===== config.mk =====
export PLATFORM = sky130hd
export DESIGN_NAME = ccpt_timer
export DESIGN_NICKNAME = d
export VERILOG_FILES = /design/src/include/ccpt_pkg.sv /design/src/logic/ccpt_deadtime.sv /design/src/logic/ccpt_timer.sv
export SDC_FILE = /design/constraint.sdc
export NUM_CORES = 1
export LEC_CHECK = 0
export BUFFER_PORTS_ARGS = -buffer_cell sky130_fd_sc_hd__buf_2
export CORE_MARGIN = 5
export CORE_UTILIZATION = 38
export CTS_BUF_LIST = sky130_fd_sc_hd__clkbuf_8 sky130_fd_sc_hd__clkbuf_16
export DETAILED_ROUTE_END_ITERATION = 12
export HOLD_SLACK_MARGIN = 0.15
export PLACE_DENSITY = 0.59
export SLEW_MARGIN = 40
export SYNTH_ARGS = -nofsm -noshare
export SYNTH_HDL_FRONTEND = slang
export SYNTH_HIERARCHICAL = 1
export SYNTH_SLANG_ARGS = --single-unit

===== constraint.sdc =====
create_clock -name aclk -period 5.2 [get_ports aclk]
set_input_delay 0.78 -clock aclk [delete_from_list [all_inputs] [get_ports aclk]]
set_output_delay 0.78 -clock aclk [all_outputs]
set_load 0.01 [all_outputs]

===== src/include/ccpt_pkg.sv =====
// Package of constants and types for the capture/compare/PWM timer.
package ccpt_pkg;
	// ==========================================================
	// Geometry
	localparam int unsigned CCPT_CHANNELS = 4;
	localparam int unsigned CCPT_NARROW_WIDTH = 16;
	localparam int unsigned CCPT_WIDE_WIDTH = 32;
	localparam int unsigned CCPT_DEAD_WIDTH = 8;

	// ==========================================================
	// Register byte offsets
	localparam logic [7:0] CCPT_CTRL_OFF = 8'h00;
	localparam logic [7:0] CCPT_CMD_OFF = 8'h04;
	localparam logic [7:0] CCPT_STATUS_OFF = 8'h08;
	localparam logic [7:0] CCPT_IRQ_STAT_OFF = 8'h0C;
	localparam logic [7:0] CCPT_IRQ_MASK_OFF = 8'h10;
	localparam logic [7:0] CCPT_COUNT_OFF = 8'h14;
	localparam logic [7:0] CCPT_TOP_OFF = 8'h18;
	localparam logic [7:0] CCPT_DEAD_OFF = 8'h1C;
	localparam logic [7:0] CCPT_CH_CTRL_OFF = 8'h20;
	localparam logic [7:0] CCPT_CH_VAL_OFF = 8'h30;
	localparam logic [7:0] CCPT_CH_CAP_OFF = 8'h40;

	// ==========================================================
	// Field positions
	localparam int unsigned CCPT_CTRL_RUN_BIT = 0;
	localparam int unsigned CCPT_CTRL_EVT_BIT = 1;
	localparam int unsigned CCPT_CTRL_DT_EN_BIT = 2;
	localparam int unsigned CCPT_CMD_CLEAR_BIT = 0;
	localparam int unsigned CCPT_IRQ_OVF_BIT = 0;
	localparam int unsigned CCPT_IRQ_CH_LSB = 1;
	localparam int unsigned CCPT_IRQ_WIDTH = 5;
	localparam int unsigned CCPT_CHCTL_MODE_LSB = 0;
	localparam int unsigned CCPT_CHCTL_EDGE_LSB = 2;

	// ==========================================================
	// Reset values
	localparam logic [31:0] CCPT_TOP_RESET = 32'hFFFF_FFFF;
	localparam logic [31:0] CCPT_ZERO = 32'h0000_0000;

	// ==========================================================
	// Channel modes and capture edges
	typedef enum logic [1:0] {
		CCPT_MODE_OFF = 2'h0,
		CCPT_MODE_CAPTURE = 2'h1,
		CCPT_MODE_COMPARE = 2'h3,
		CCPT_MODE_PWM = 2'h2
	} ccpt_mode_t;

	typedef enum logic [1:0] {
		CCPT_EDGE_RISE = 2'h0,
		CCPT_EDGE_FALL = 2'h1,
		CCPT_EDGE_BOTH = 2'h3,
		CCPT_EDGE_NONE = 2'h2
	} ccpt_edge_t;

	// AXI4-Lite response codes.
	localparam logic [1:0] CCPT_RESP_OKAY = 2'h0;
	localparam logic [1:0] CCPT_RESP_SLVERR = 2'h2;
endpackage


===== src/logic/ccpt_deadtime.sv =====
// Dead-time inserter producing a complementary output pair.
`timescale 1ns/10ps
module ccpt_deadtime (
	input wire logic aclk,
	input wire logic aresetn,
	input wire logic enable,
	input wire logic [ccpt_pkg::CCPT_DEAD_WIDTH-1:0] dead_cycles,
	input wire logic pwm_in,
	output logic out_high,
	output logic out_low
);
	import ccpt_pkg::*;

	logic prev_reg, prev_next;
	logic [CCPT_DEAD_WIDTH-1:0] wait_reg, wait_next;
	logic hi_reg, hi_next, lo_reg, lo_next;

	// ==========================================================
	// Dead time
	// Both legs go low on any edge and the new leg rises only after the gap, so the pair never overlaps.
	always_comb begin
		prev_next = pwm_in;
		wait_next = wait_reg;
		hi_next = hi_reg;
		lo_next = lo_reg;
		if (!enable) begin
			hi_next = pwm_in;
			lo_next = !pwm_in;
			wait_next = '0;
		end else if (pwm_in != prev_reg) begin
			hi_next = 1'b0;
			lo_next = 1'b0;
			wait_next = dead_cycles;
		end else if (wait_reg != '0) begin
			wait_next = wait_reg - 1'b1;
		end else begin
			hi_next = pwm_in;
			lo_next = !pwm_in;
		end
	end

	always_ff @(posedge aclk) begin
		if (!aresetn) begin
			prev_reg <= 1'b0;
			wait_reg <= '0;
			hi_reg <= 1'b0;
			lo_reg <= 1'b0;
		end else begin
			prev_reg <= prev_next;
			wait_reg <= wait_next;
			hi_reg <= hi_next;
			lo_reg <= lo_next;
		end
	end

	assign out_high = hi_reg;
	assign out_low = lo_reg;
endmodule // ccpt_deadtime


===== src/logic/ccpt_timer.sv =====
// Capture/compare/PWM timer with an AXI4-Lite register port.
//
// Local design decisions: the placing of the registers and the AXI4-Lite slave port.
`timescale 1ns/10ps
// Notes on behaviour
// - The narrow build uses a 16-bit counter with four channels that each compare or capture.
// - The wide build behaves the same but its counter and all counter-valued registers are 32 bits.
// - Each channel mode other than off selects exactly one of capture, compare or PWM.
// - In capture mode the selected input event copies the counter into the channel capture register.
// - In compare mode the channel output follows the counter-versus-threshold comparison.
// - In PWM mode the output follows the compare value software writes, taken only when the counter wraps at TOP.
// - Dead-time insertion on complementary outputs exists only in a unit built with FIRST_UNIT set, whatever its width.
// - The counter advances either on clock time or on counted external events.
// - The timer drives trigger pulses onto the reflex event network.
module ccpt_timer #(
	parameter int unsigned WIDTH = ccpt_pkg::CCPT_NARROW_WIDTH,
	parameter bit FIRST_UNIT = 1'b0
) (
	input wire logic aclk,
	input wire logic aresetn,
	input wire logic [7:0] s_axi_awaddr,
	input wire logic s_axi_awvalid,
	output logic s_axi_awready,
	input wire logic [31:0] s_axi_wdata,
	input wire logic [3:0] s_axi_wstrb,
	input wire logic s_axi_wvalid,
	output logic s_axi_wready,
	output logic [1:0] s_axi_bresp,
	output logic s_axi_bvalid,
	input wire logic s_axi_bready,
	input wire logic [7:0] s_axi_araddr,
	input wire logic s_axi_arvalid,
	output logic s_axi_arready,
	output logic [31:0] s_axi_rdata,
	output logic [1:0] s_axi_rresp,
	output logic s_axi_rvalid,
	input wire logic s_axi_rready,
	input wire logic count_event,
	input wire logic [ccpt_pkg::CCPT_CHANNELS-1:0] capture_in,
	output logic [ccpt_pkg::CCPT_CHANNELS-1:0] channel_out,
	output logic [ccpt_pkg::CCPT_CHANNELS-1:0] channel_out_n,
	output logic [ccpt_pkg::CCPT_IRQ_WIDTH-1:0] reflex_event_network,
	output logic irq
);
	import ccpt_pkg::*;

	localparam int unsigned NCH = CCPT_CHANNELS;

	// ==========================================================
	// State
	logic [2:0] ctrl_reg, ctrl_next;
	logic [CCPT_IRQ_WIDTH-1:0] stat_reg, stat_next, mask_reg, mask_next;
	logic [WIDTH-1:0] count_reg, count_next, top_reg, top_next;
	logic [CCPT_DEAD_WIDTH-1:0] dead_reg, dead_next;
	logic [3:0] chctl_reg [NCH], chctl_next [NCH];
	logic [WIDTH-1:0] val_reg [NCH], val_next [NCH];
	logic [WIDTH-1:0] act_reg [NCH], act_next [NCH];
	logic [WIDTH-1:0] cap_reg [NCH], cap_next [NCH];
	logic [NCH-1:0] cin_prev_reg, cin_prev_next, out_reg, out_next;
	logic evt_prev_reg, evt_prev_next;
	logic [CCPT_IRQ_WIDTH-1:0] trig_reg, trig_next;
	logic aw_hold_reg, aw_hold_next, w_hold_reg, w_hold_next, bvalid_reg, bvalid_next;
	logic [7:0] awaddr_reg, awaddr_next;
	logic [31:0] wdata_reg, wdata_next, rdata_reg, rdata_next;
	logic rvalid_reg, rvalid_next;
	logic [1:0] bresp_reg, bresp_next, rresp_reg, rresp_next;

	logic do_write, do_read, tick, wrap;
	logic [CCPT_IRQ_WIDTH-1:0] events;
	logic [31:0] wmask;

	// ==========================================================
	// AXI4-Lite handshake
	// Address and data are latched independently, so either may arrive first.
	assign s_axi_awready = !aw_hold_reg && !bvalid_reg;
	assign s_axi_wready = !w_hold_reg && !bvalid_reg;
	assign s_axi_arready = !rvalid_reg;
	assign do_write = aw_hold_reg && w_hold_reg && !bvalid_reg;
	assign do_read = s_axi_arvalid && !rvalid_reg;
	assign wmask = {{8{s_axi_wstrb[3]}}, {8{s_axi_wstrb[2]}}, {8{s_axi_wstrb[1]}}, {8{s_axi_wstrb[0]}}};

	// Counter advance and wrap.
	assign tick = ctrl_reg[CCPT_CTRL_RUN_BIT] &&
		(ctrl_reg[CCPT_CTRL_EVT_BIT] ? (count_event && !evt_prev_reg) : 1'b1);
	assign wrap = tick && (count_reg == top_reg);

	// ==========================================================
	// Channel event detection
	always_comb begin
		events = '0;
		events[CCPT_IRQ_OVF_BIT] = wrap;
		for (int i = 0; i < NCH; i++) begin
			case (ccpt_mode_t'(chctl_reg[i][1:0]))
				CCPT_MODE_CAPTURE: begin
					case (ccpt_edge_t'(chctl_reg[i][3:2]))
						CCPT_EDGE_RISE: events[CCPT_IRQ_CH_LSB+i] = capture_in[i] && !cin_prev_reg[i];
						CCPT_EDGE_FALL: events[CCPT_IRQ_CH_LSB+i] = !capture_in[i] && cin_prev_reg[i];
						CCPT_EDGE_BOTH: events[CCPT_IRQ_CH_LSB+i] = capture_in[i] != cin_prev_reg[i];
						default: events[CCPT_IRQ_CH_LSB+i] = 1'b0;
					endcase
				end
				CCPT_MODE_COMPARE, CCPT_MODE_PWM: events[CCPT_IRQ_CH_LSB+i] = tick && (count_reg == act_reg[i]);
				default: events[CCPT_IRQ_CH_LSB+i] = 1'b0;
			endcase
		end
	end

	// ==========================================================
	// Register file, counter and channels
	always_comb begin
		ctrl_next = ctrl_reg;
		mask_next = mask_reg;
		top_next = top_reg;
		dead_next = dead_reg;
		count_next = count_reg;
		chctl_next = chctl_reg;
		val_next = val_reg;
		act_next = act_reg;
		cap_next = cap_reg;
		out_next = out_reg;
		stat_next = stat_reg;
		if (tick) begin
			count_next = wrap ? '0 : WIDTH'(count_reg + 1'b1);
		end
		for (int i = 0; i < NCH; i++) begin
			case (ccpt_mode_t'(chctl_reg[i][1:0]))
				CCPT_MODE_CAPTURE: begin
					if (events[CCPT_IRQ_CH_LSB+i]) begin
						cap_next[i] = count_reg;
					end
					out_next[i] = 1'b0;
				end
				CCPT_MODE_COMPARE: begin
					act_next[i] = val_reg[i];
					out_next[i] = count_reg >= act_reg[i];
				end
				CCPT_MODE_PWM: begin
					// New duty is taken only at wrap so a period is never cut short.
					if (wrap) begin
						act_next[i] = val_reg[i];
					end
					out_next[i] = count_reg < act_reg[i];
				end
				default: out_next[i] = 1'b0;
			endcase
		end
		if (do_write) begin
			case (awaddr_reg)
				CCPT_CTRL_OFF: ctrl_next = wdata_reg[2:0];
				CCPT_CMD_OFF: if (wdata_reg[CCPT_CMD_CLEAR_BIT]) count_next = '0;
				CCPT_IRQ_STAT_OFF: stat_next = stat_reg & ~wdata_reg[CCPT_IRQ_WIDTH-1:0];
				CCPT_IRQ_MASK_OFF: mask_next = wdata_reg[CCPT_IRQ_WIDTH-1:0];
				CCPT_COUNT_OFF: count_next = wdata_reg[WIDTH-1:0];
				CCPT_TOP_OFF: top_next = wdata_reg[WIDTH-1:0];
				CCPT_DEAD_OFF: dead_next = wdata_reg[CCPT_DEAD_WIDTH-1:0];
				default: begin
					for (int i = 0; i < NCH; i++) begin
						if (awaddr_reg == CCPT_CH_CTRL_OFF + 8'(4 * i)) chctl_next[i] = wdata_reg[3:0];
						if (awaddr_reg == CCPT_CH_VAL_OFF + 8'(4 * i)) val_next[i] = wdata_reg[WIDTH-1:0];
					end
				end
			endcase
		end
		// Setting wins over a simultaneous write-one-to-clear.
		stat_next = stat_next | events;
	end

	// ==========================================================
	// Bus state next values
	always_comb begin
		aw_hold_next = aw_hold_reg;
		w_hold_next = w_hold_reg;
		awaddr_next = awaddr_reg;
		wdata_next = wdata_reg;
		bvalid_next = bvalid_reg;
		bresp_next = bresp_reg;
		rvalid_next = rvalid_reg;
		rdata_next = rdata_reg;
		rresp_next = rresp_reg;
		if (s_axi_awvalid && s_axi_awready) begin
			aw_hold_next = 1'b1;
			awaddr_next = {s_axi_awaddr[7:2], 2'h0};
		end
		if (s_axi_wvalid && s_axi_wready) begin
			w_hold_next = 1'b1;
			wdata_next = s_axi_wdata & wmask;
		end
		if (do_write) begin
			aw_hold_next = 1'b0;
			w_hold_next = 1'b0;
			bvalid_next = 1'b1;
			bresp_next = (awaddr_reg <= CCPT_CH_VAL_OFF + 8'h0C && awaddr_reg != CCPT_STATUS_OFF) ?
				CCPT_RESP_OKAY : CCPT_RESP_SLVERR;
		end else if (bvalid_reg && s_axi_bready) begin
			bvalid_next = 1'b0;
		end
		if (do_read) begin
			rvalid_next = 1'b1;
			rresp_next = CCPT_RESP_OKAY;
			rdata_next = CCPT_ZERO;
			case ({s_axi_araddr[7:2], 2'h0})
				CCPT_CTRL_OFF: rdata_next = 32'(ctrl_reg);
				CCPT_CMD_OFF: rdata_next = CCPT_ZERO;
				CCPT_STATUS_OFF: rdata_next = 32'({out_reg, ctrl_reg[CCPT_CTRL_RUN_BIT]});
				CCPT_IRQ_STAT_OFF: rdata_next = 32'(stat_reg);
				CCPT_IRQ_MASK_OFF: rdata_next = 32'(mask_reg);
				CCPT_COUNT_OFF: rdata_next = 32'(count_reg);
				CCPT_TOP_OFF: rdata_next = 32'(top_reg);
				CCPT_DEAD_OFF: rdata_next = 32'(dead_reg);
				default: begin
					rresp_next = CCPT_RESP_SLVERR;
					for (int i = 0; i < NCH; i++) begin
						if ({s_axi_araddr[7:2], 2'h0} == CCPT_CH_CTRL_OFF + 8'(4 * i)) begin
							rdata_next = 32'(chctl_reg[i]);
							rresp_next = CCPT_RESP_OKAY;
						end
						if ({s_axi_araddr[7:2], 2'h0} == CCPT_CH_VAL_OFF + 8'(4 * i)) begin
							rdata_next = 32'(val_reg[i]);
							rresp_next = CCPT_RESP_OKAY;
						end
						if ({s_axi_araddr[7:2], 2'h0} == CCPT_CH_CAP_OFF + 8'(4 * i)) begin
							rdata_next = 32'(cap_reg[i]);
							rresp_next = CCPT_RESP_OKAY;
						end
					end
				end
			endcase
		end else if (rvalid_reg && s_axi_rready) begin
			rvalid_next = 1'b0;
		end
	end

	assign cin_prev_next = capture_in;
	assign evt_prev_next = count_event;
	assign trig_next = events;

	// ==========================================================
	// Registers
	always_ff @(posedge aclk) begin
		if (!aresetn) begin
			ctrl_reg <= '0;
			stat_reg <= '0;
			mask_reg <= '0;
			count_reg <= '0;
			top_reg <= CCPT_TOP_RESET[WIDTH-1:0];
			dead_reg <= '0;
			for (int i = 0; i < NCH; i++) begin
				chctl_reg[i] <= '0;
				val_reg[i] <= '0;
				act_reg[i] <= '0;
				cap_reg[i] <= '0;
			end
			cin_prev_reg <= '0;
			out_reg <= '0;
			evt_prev_reg <= 1'b0;
			trig_reg <= '0;
			aw_hold_reg <= 1'b0;
			w_hold_reg <= 1'b0;
			awaddr_reg <= '0;
			wdata_reg <= '0;
			bvalid_reg <= 1'b0;
			bresp_reg <= CCPT_RESP_OKAY;
			rvalid_reg <= 1'b0;
			rdata_reg <= '0;
			rresp_reg <= CCPT_RESP_OKAY;
		end else begin
			ctrl_reg <= ctrl_next;
			stat_reg <= stat_next;
			mask_reg <= mask_next;
			count_reg <= count_next;
			top_reg <= top_next;
			dead_reg <= dead_next;
			chctl_reg <= chctl_next;
			val_reg <= val_next;
			act_reg <= act_next;
			cap_reg <= cap_next;
			cin_prev_reg <= cin_prev_next;
			out_reg <= out_next;
			evt_prev_reg <= evt_prev_next;
			trig_reg <= trig_next;
			aw_hold_reg <= aw_hold_next;
			w_hold_reg <= w_hold_next;
			awaddr_reg <= awaddr_next;
			wdata_reg <= wdata_next;
			bvalid_reg <= bvalid_next;
			bresp_reg <= bresp_next;
			rvalid_reg <= rvalid_next;
			rdata_reg <= rdata_next;
			rresp_reg <= rresp_next;
		end
	end

	// ==========================================================
	// Outputs
	// Other units only see registered one-cycle trigger pulses.
	assign reflex_event_network = trig_reg;
	assign irq = |(stat_reg & mask_reg);
	assign s_axi_bvalid = bvalid_reg;
	assign s_axi_bresp = bresp_reg;
	assign s_axi_rvalid = rvalid_reg;
	assign s_axi_rdata = rdata_reg;
	assign s_axi_rresp = rresp_reg;

	// Complementary pairs; only the first unit gets real dead-time logic.
	genvar g;
	generate
		for (g = 0; g < NCH; g++) begin : g_pair
			if (FIRST_UNIT) begin : g_dt
				ccpt_deadtime u_dt (
					.aclk(aclk),
					.aresetn(aresetn),
					.enable(ctrl_reg[CCPT_CTRL_DT_EN_BIT]),
					.dead_cycles(dead_reg),
					.pwm_in(out_reg[g]),
					.out_high(channel_out[g]),
					.out_low(channel_out_n[g])
				);
			end else begin : g_plain
				assign channel_out[g] = out_reg[g];
				assign channel_out_n[g] = !out_reg[g];
			end
		end
	endgenerate
endmodule // ccpt_timer


==> impl_results.md <==
- TritonCTS Buffers: 35
- NetSw: 1.238 mW
- Hold Crit Class: input port to flop
- IO Count: 119
- Slew HR: 43.11%
- Comb power frac: 4.8%
- Setup TNS: 0 ns
- Final net count: 2025
- Worst-path maximum fanout: 14
- WS Path Type: flop to flop
- Die width: 212.7 µm
- RSZ-0062 raised after global routing: no
- Overall routing resource usage: 21.00%
- CTS tree: built
- Via density: 5.588
- Flop pwr share: 48.2%
- 1st-iter DRT viols: 1207
- Power, Total: 5.202 mW
- Arrival @ worst endpoint: 3.47 ns
- Layout cells sized above 1: 10.79%
- Hold Path End: s_axi_rvalid$_SDFFE_PN0P_
- Post-layout util: 42.83%
- Post-synth EDFFs: 0
- Clk pin slew, worst setup/hold paths: 0.06 ns
- Clock buffer depth: 3
- Hold_ws: 0.4356 ns
- Clock Root Buffer: clkbuf_16
- Clk pwr share: 47.0%
- Cells on worst reg2reg path: 6
- Mapped Cells: 1886
- Worst Setup End Kind: flop
- DR WL/cell: 20.05 µm
- Power Internal: 3.964 mW
- Final period utilization: 59.36%
- Drc violations: 0
- Leak: 6.527 nW
- Clock sink count: 319
- Adder-Cell Fraction of Synth Area: 5.852%
- WHS Path Cells: 2
- Largest net degree at the start of global routing: 113
- Commonest non-fill, non-tap cell in the layout: dfxtp_1
- R2r endpoint: count_reg[12]$_SDFF_PN0_
- CTS Hold Bufs: 0
- Hold path startpoint: s_axi_rready
- Skew final: 0.009310 ns
- H-tree levels: 2
- Yosys Warn Count: 6
- Synth Area in Compound Gates: 15.18%
- Switching portion of total power: 23.80%
- I/O Buffers: 78
- Post-Synth Simple-Gate Area: 20.43%
- Startpoint types: flop
- Fmax: 324.0 MHz
- R2r setup slk: 2.11 ns
- Max-Cap Viols: 0
- Register area share after synthesis: 40.92%
- Power Dens Cells: 298.1 nW/µm²
- Hold Vio Cnt, Final: 0
- First-pass GRT wire length: 74640 µm
- Netlist cell types: 74
- Post-synthesis cell type with the largest combined area: dfxtp_1
- N_diodes: 0
- Worst-Skew Late Latency: 0.53 ns
- Share of synthesized registers carrying an async set or reset: 0%
- Post_cts resized: 0
- Starting Density: 38.31%
- XOR/XNOR Fraction of Synth Area: 1.684%
- Iteration count of the initial detailed-routing pass: 9
- DRT antenna net count: 0
- Largest cells by area after synthesis: dfxtp_1 (41%), mux2i_1 (9.0%), nand2_1 (6.0%), ha_1 (5.9%), nand3_1 (4.3%)
- Total Routed Length: 48950 µm
- Layout area overhead: 11.79%
- Most frequent cells in the layout: dfxtp_1 (318), nand2_1 (249), nor2_1 (171)
- Syn Std Cell Area: 15610 µm²
- Top FF cell, synth: dfxtp_1
- Post-CTS Setup Bufs: 0
- Worst vdd ir: 0.0002115 V
- RD Place Congestion: 0.9201
- Antenna violations before repair: 0
- Core Box Area: 40740 µm²
- Remaining global-route overflow: 0
- Synth Register Bits: 319
- Vias in the first global route: 12780
- Largest family of logic cells by synthesized area: simple AND/OR/NAND/NOR gates
- Top cell type's share of synthesized area: 40.92%
- Worst R2R Start: count_reg[9]$_SDFF_PN0_
- Final HPWL from detailed placement: 34810 µm
- Area of the die: 45220 µm²
- Mux cell area share after synthesis: 9.331%
- Post-layout min period: 3.086 ns
- Worst-Margin Slew: 0.8318 ns
- Final setup violation count: 0
- Die Height: 212.7 µm
- Crit path required time: 5.58 ns
- Num rows: 74
- Final Max Tran Viols: 0
- Vias: 13640
- Syn Area/Cell: 8.275 µm²
- Status: completed
-- stage by stage --
| stage | area [µm²] | setup WS (ns) | cells |
|---|---|---|---|
| 6_report | 17450 | 2.114 | 2441 |
| 2_1_floorplan | 15670 | 2.718 | 1903 |
| 4_1_cts | 17420 | 2.126 | 2441 |
| 3_5_place_dp | 16300 | 1.836 | 2383 |
| 3_3_place_gp | 16260 | 1.755 | 2381 |
| 5_1_grt | 17450 | 1.935 | 2441 |
-- cell usage after synthesis, drive strengths merged (4+ instances only) --
library cell,n
dfxtp,319
nand2,251
nor2,180
mux2i,141
nand3,134
o21ai,116
clkbuf,104
a21oi,102
inv,87
ha,73
buf,53
a22oi,32
xor2,23
o22ai,21
or3,21
and3,18
nand4,17
nor3,17
nor4,15
a31oi,12
nand2b,12
a222oi,11
a41oi,10
and2,9
a221oi,8
nor2b,7
o21a,7
xnor2,7
a2111oi,6
a211oi,5
a21o,5
a221o,4
a31o,4
mux2,4
nor3b,4
o2111ai,4
o22a,4
or2,4
-- how the worst max path moves through the flow --
stage                                       start                           to  cells after the start  slack, ns
final                     count_reg[9]$_SDFF_PN0_     count_reg[12]$_SDFF_PN0_                      6       2.11
after global routing      count_reg[9]$_SDFF_PN0_      count_reg[9]$_SDFF_PN0_                      6       1.94
after CTS                 count_reg[6]$_SDFF_PN0_      count_reg[7]$_SDFF_PN0_                      5       2.13
after detailed placement          s_axi_araddr[2]  s_axi_rdata[4]$_SDFFE_PN0P_                      7       1.84
after global placement            s_axi_araddr[2]  s_axi_rdata[8]$_SDFFE_PN0P_                      6       1.75
after floorplan                     capture_in[0]     cap_reg[57]$_SDFFE_PN0P_                      8       2.72
-- critical path: stages (launching register included) --
cell     delay (ns)
dfxtp_1        0.79
xor2_1         0.30
nor4_1         0.40
and3_1         0.50
nand3_1        0.25
nand3_1        0.50
o21ai_0        0.19
-- power groups by stage --
| stage | clock, mW | combinational (mW) | sequential (mW) |
|---|---|---|---|
| after floorplan | 0 | 0.178 | 2.54 |
| after global placement | 0 | 0.241 | 2.56 |
| after detailed placement | 0 | 0.246 | 2.56 |
| after CTS | 2.49 | 0.247 | 2.51 |
| after global routing | 2.58 | 0.272 | 2.51 |
| final | 2.44 | 0.249 | 2.51 |
-- layout make-up --
type / count / area (µm²)
tap: 532 / 665.6
sequential: 319 / 6387
clock inverter: 15 / 106.4
multi-input combinational: 1340 / 8347
clock buffer: 43 / 1008
timing repair buffer: 105 / 599.3
inverter: 87 / 334.1
fill: 4112 / 23290
-- kinds of logic after synthesis --
| group | after synthesis |
|---|---|
| other | 1 |
| DFF | 319 |
| and+or+nand+nor | 699 |
| buffers and inverters | 244 |
| AOI/OAI and AO/OA | 375 |
| muxes | 145 |
| xor gates and xnor gates | 30 |
| adders and majority gates | 73 |
-- routing by layer --
layer	part of all wire, %	up-vias	track usage, %
met4	2.4	0	5.606
li1	-	6570	-
met3	7.1	80	2.983
met2	46	514	34.66
met1	45	6477	29.04
met5	0	-	0
No activity file was read; power rests on OpenSTA's default activity.
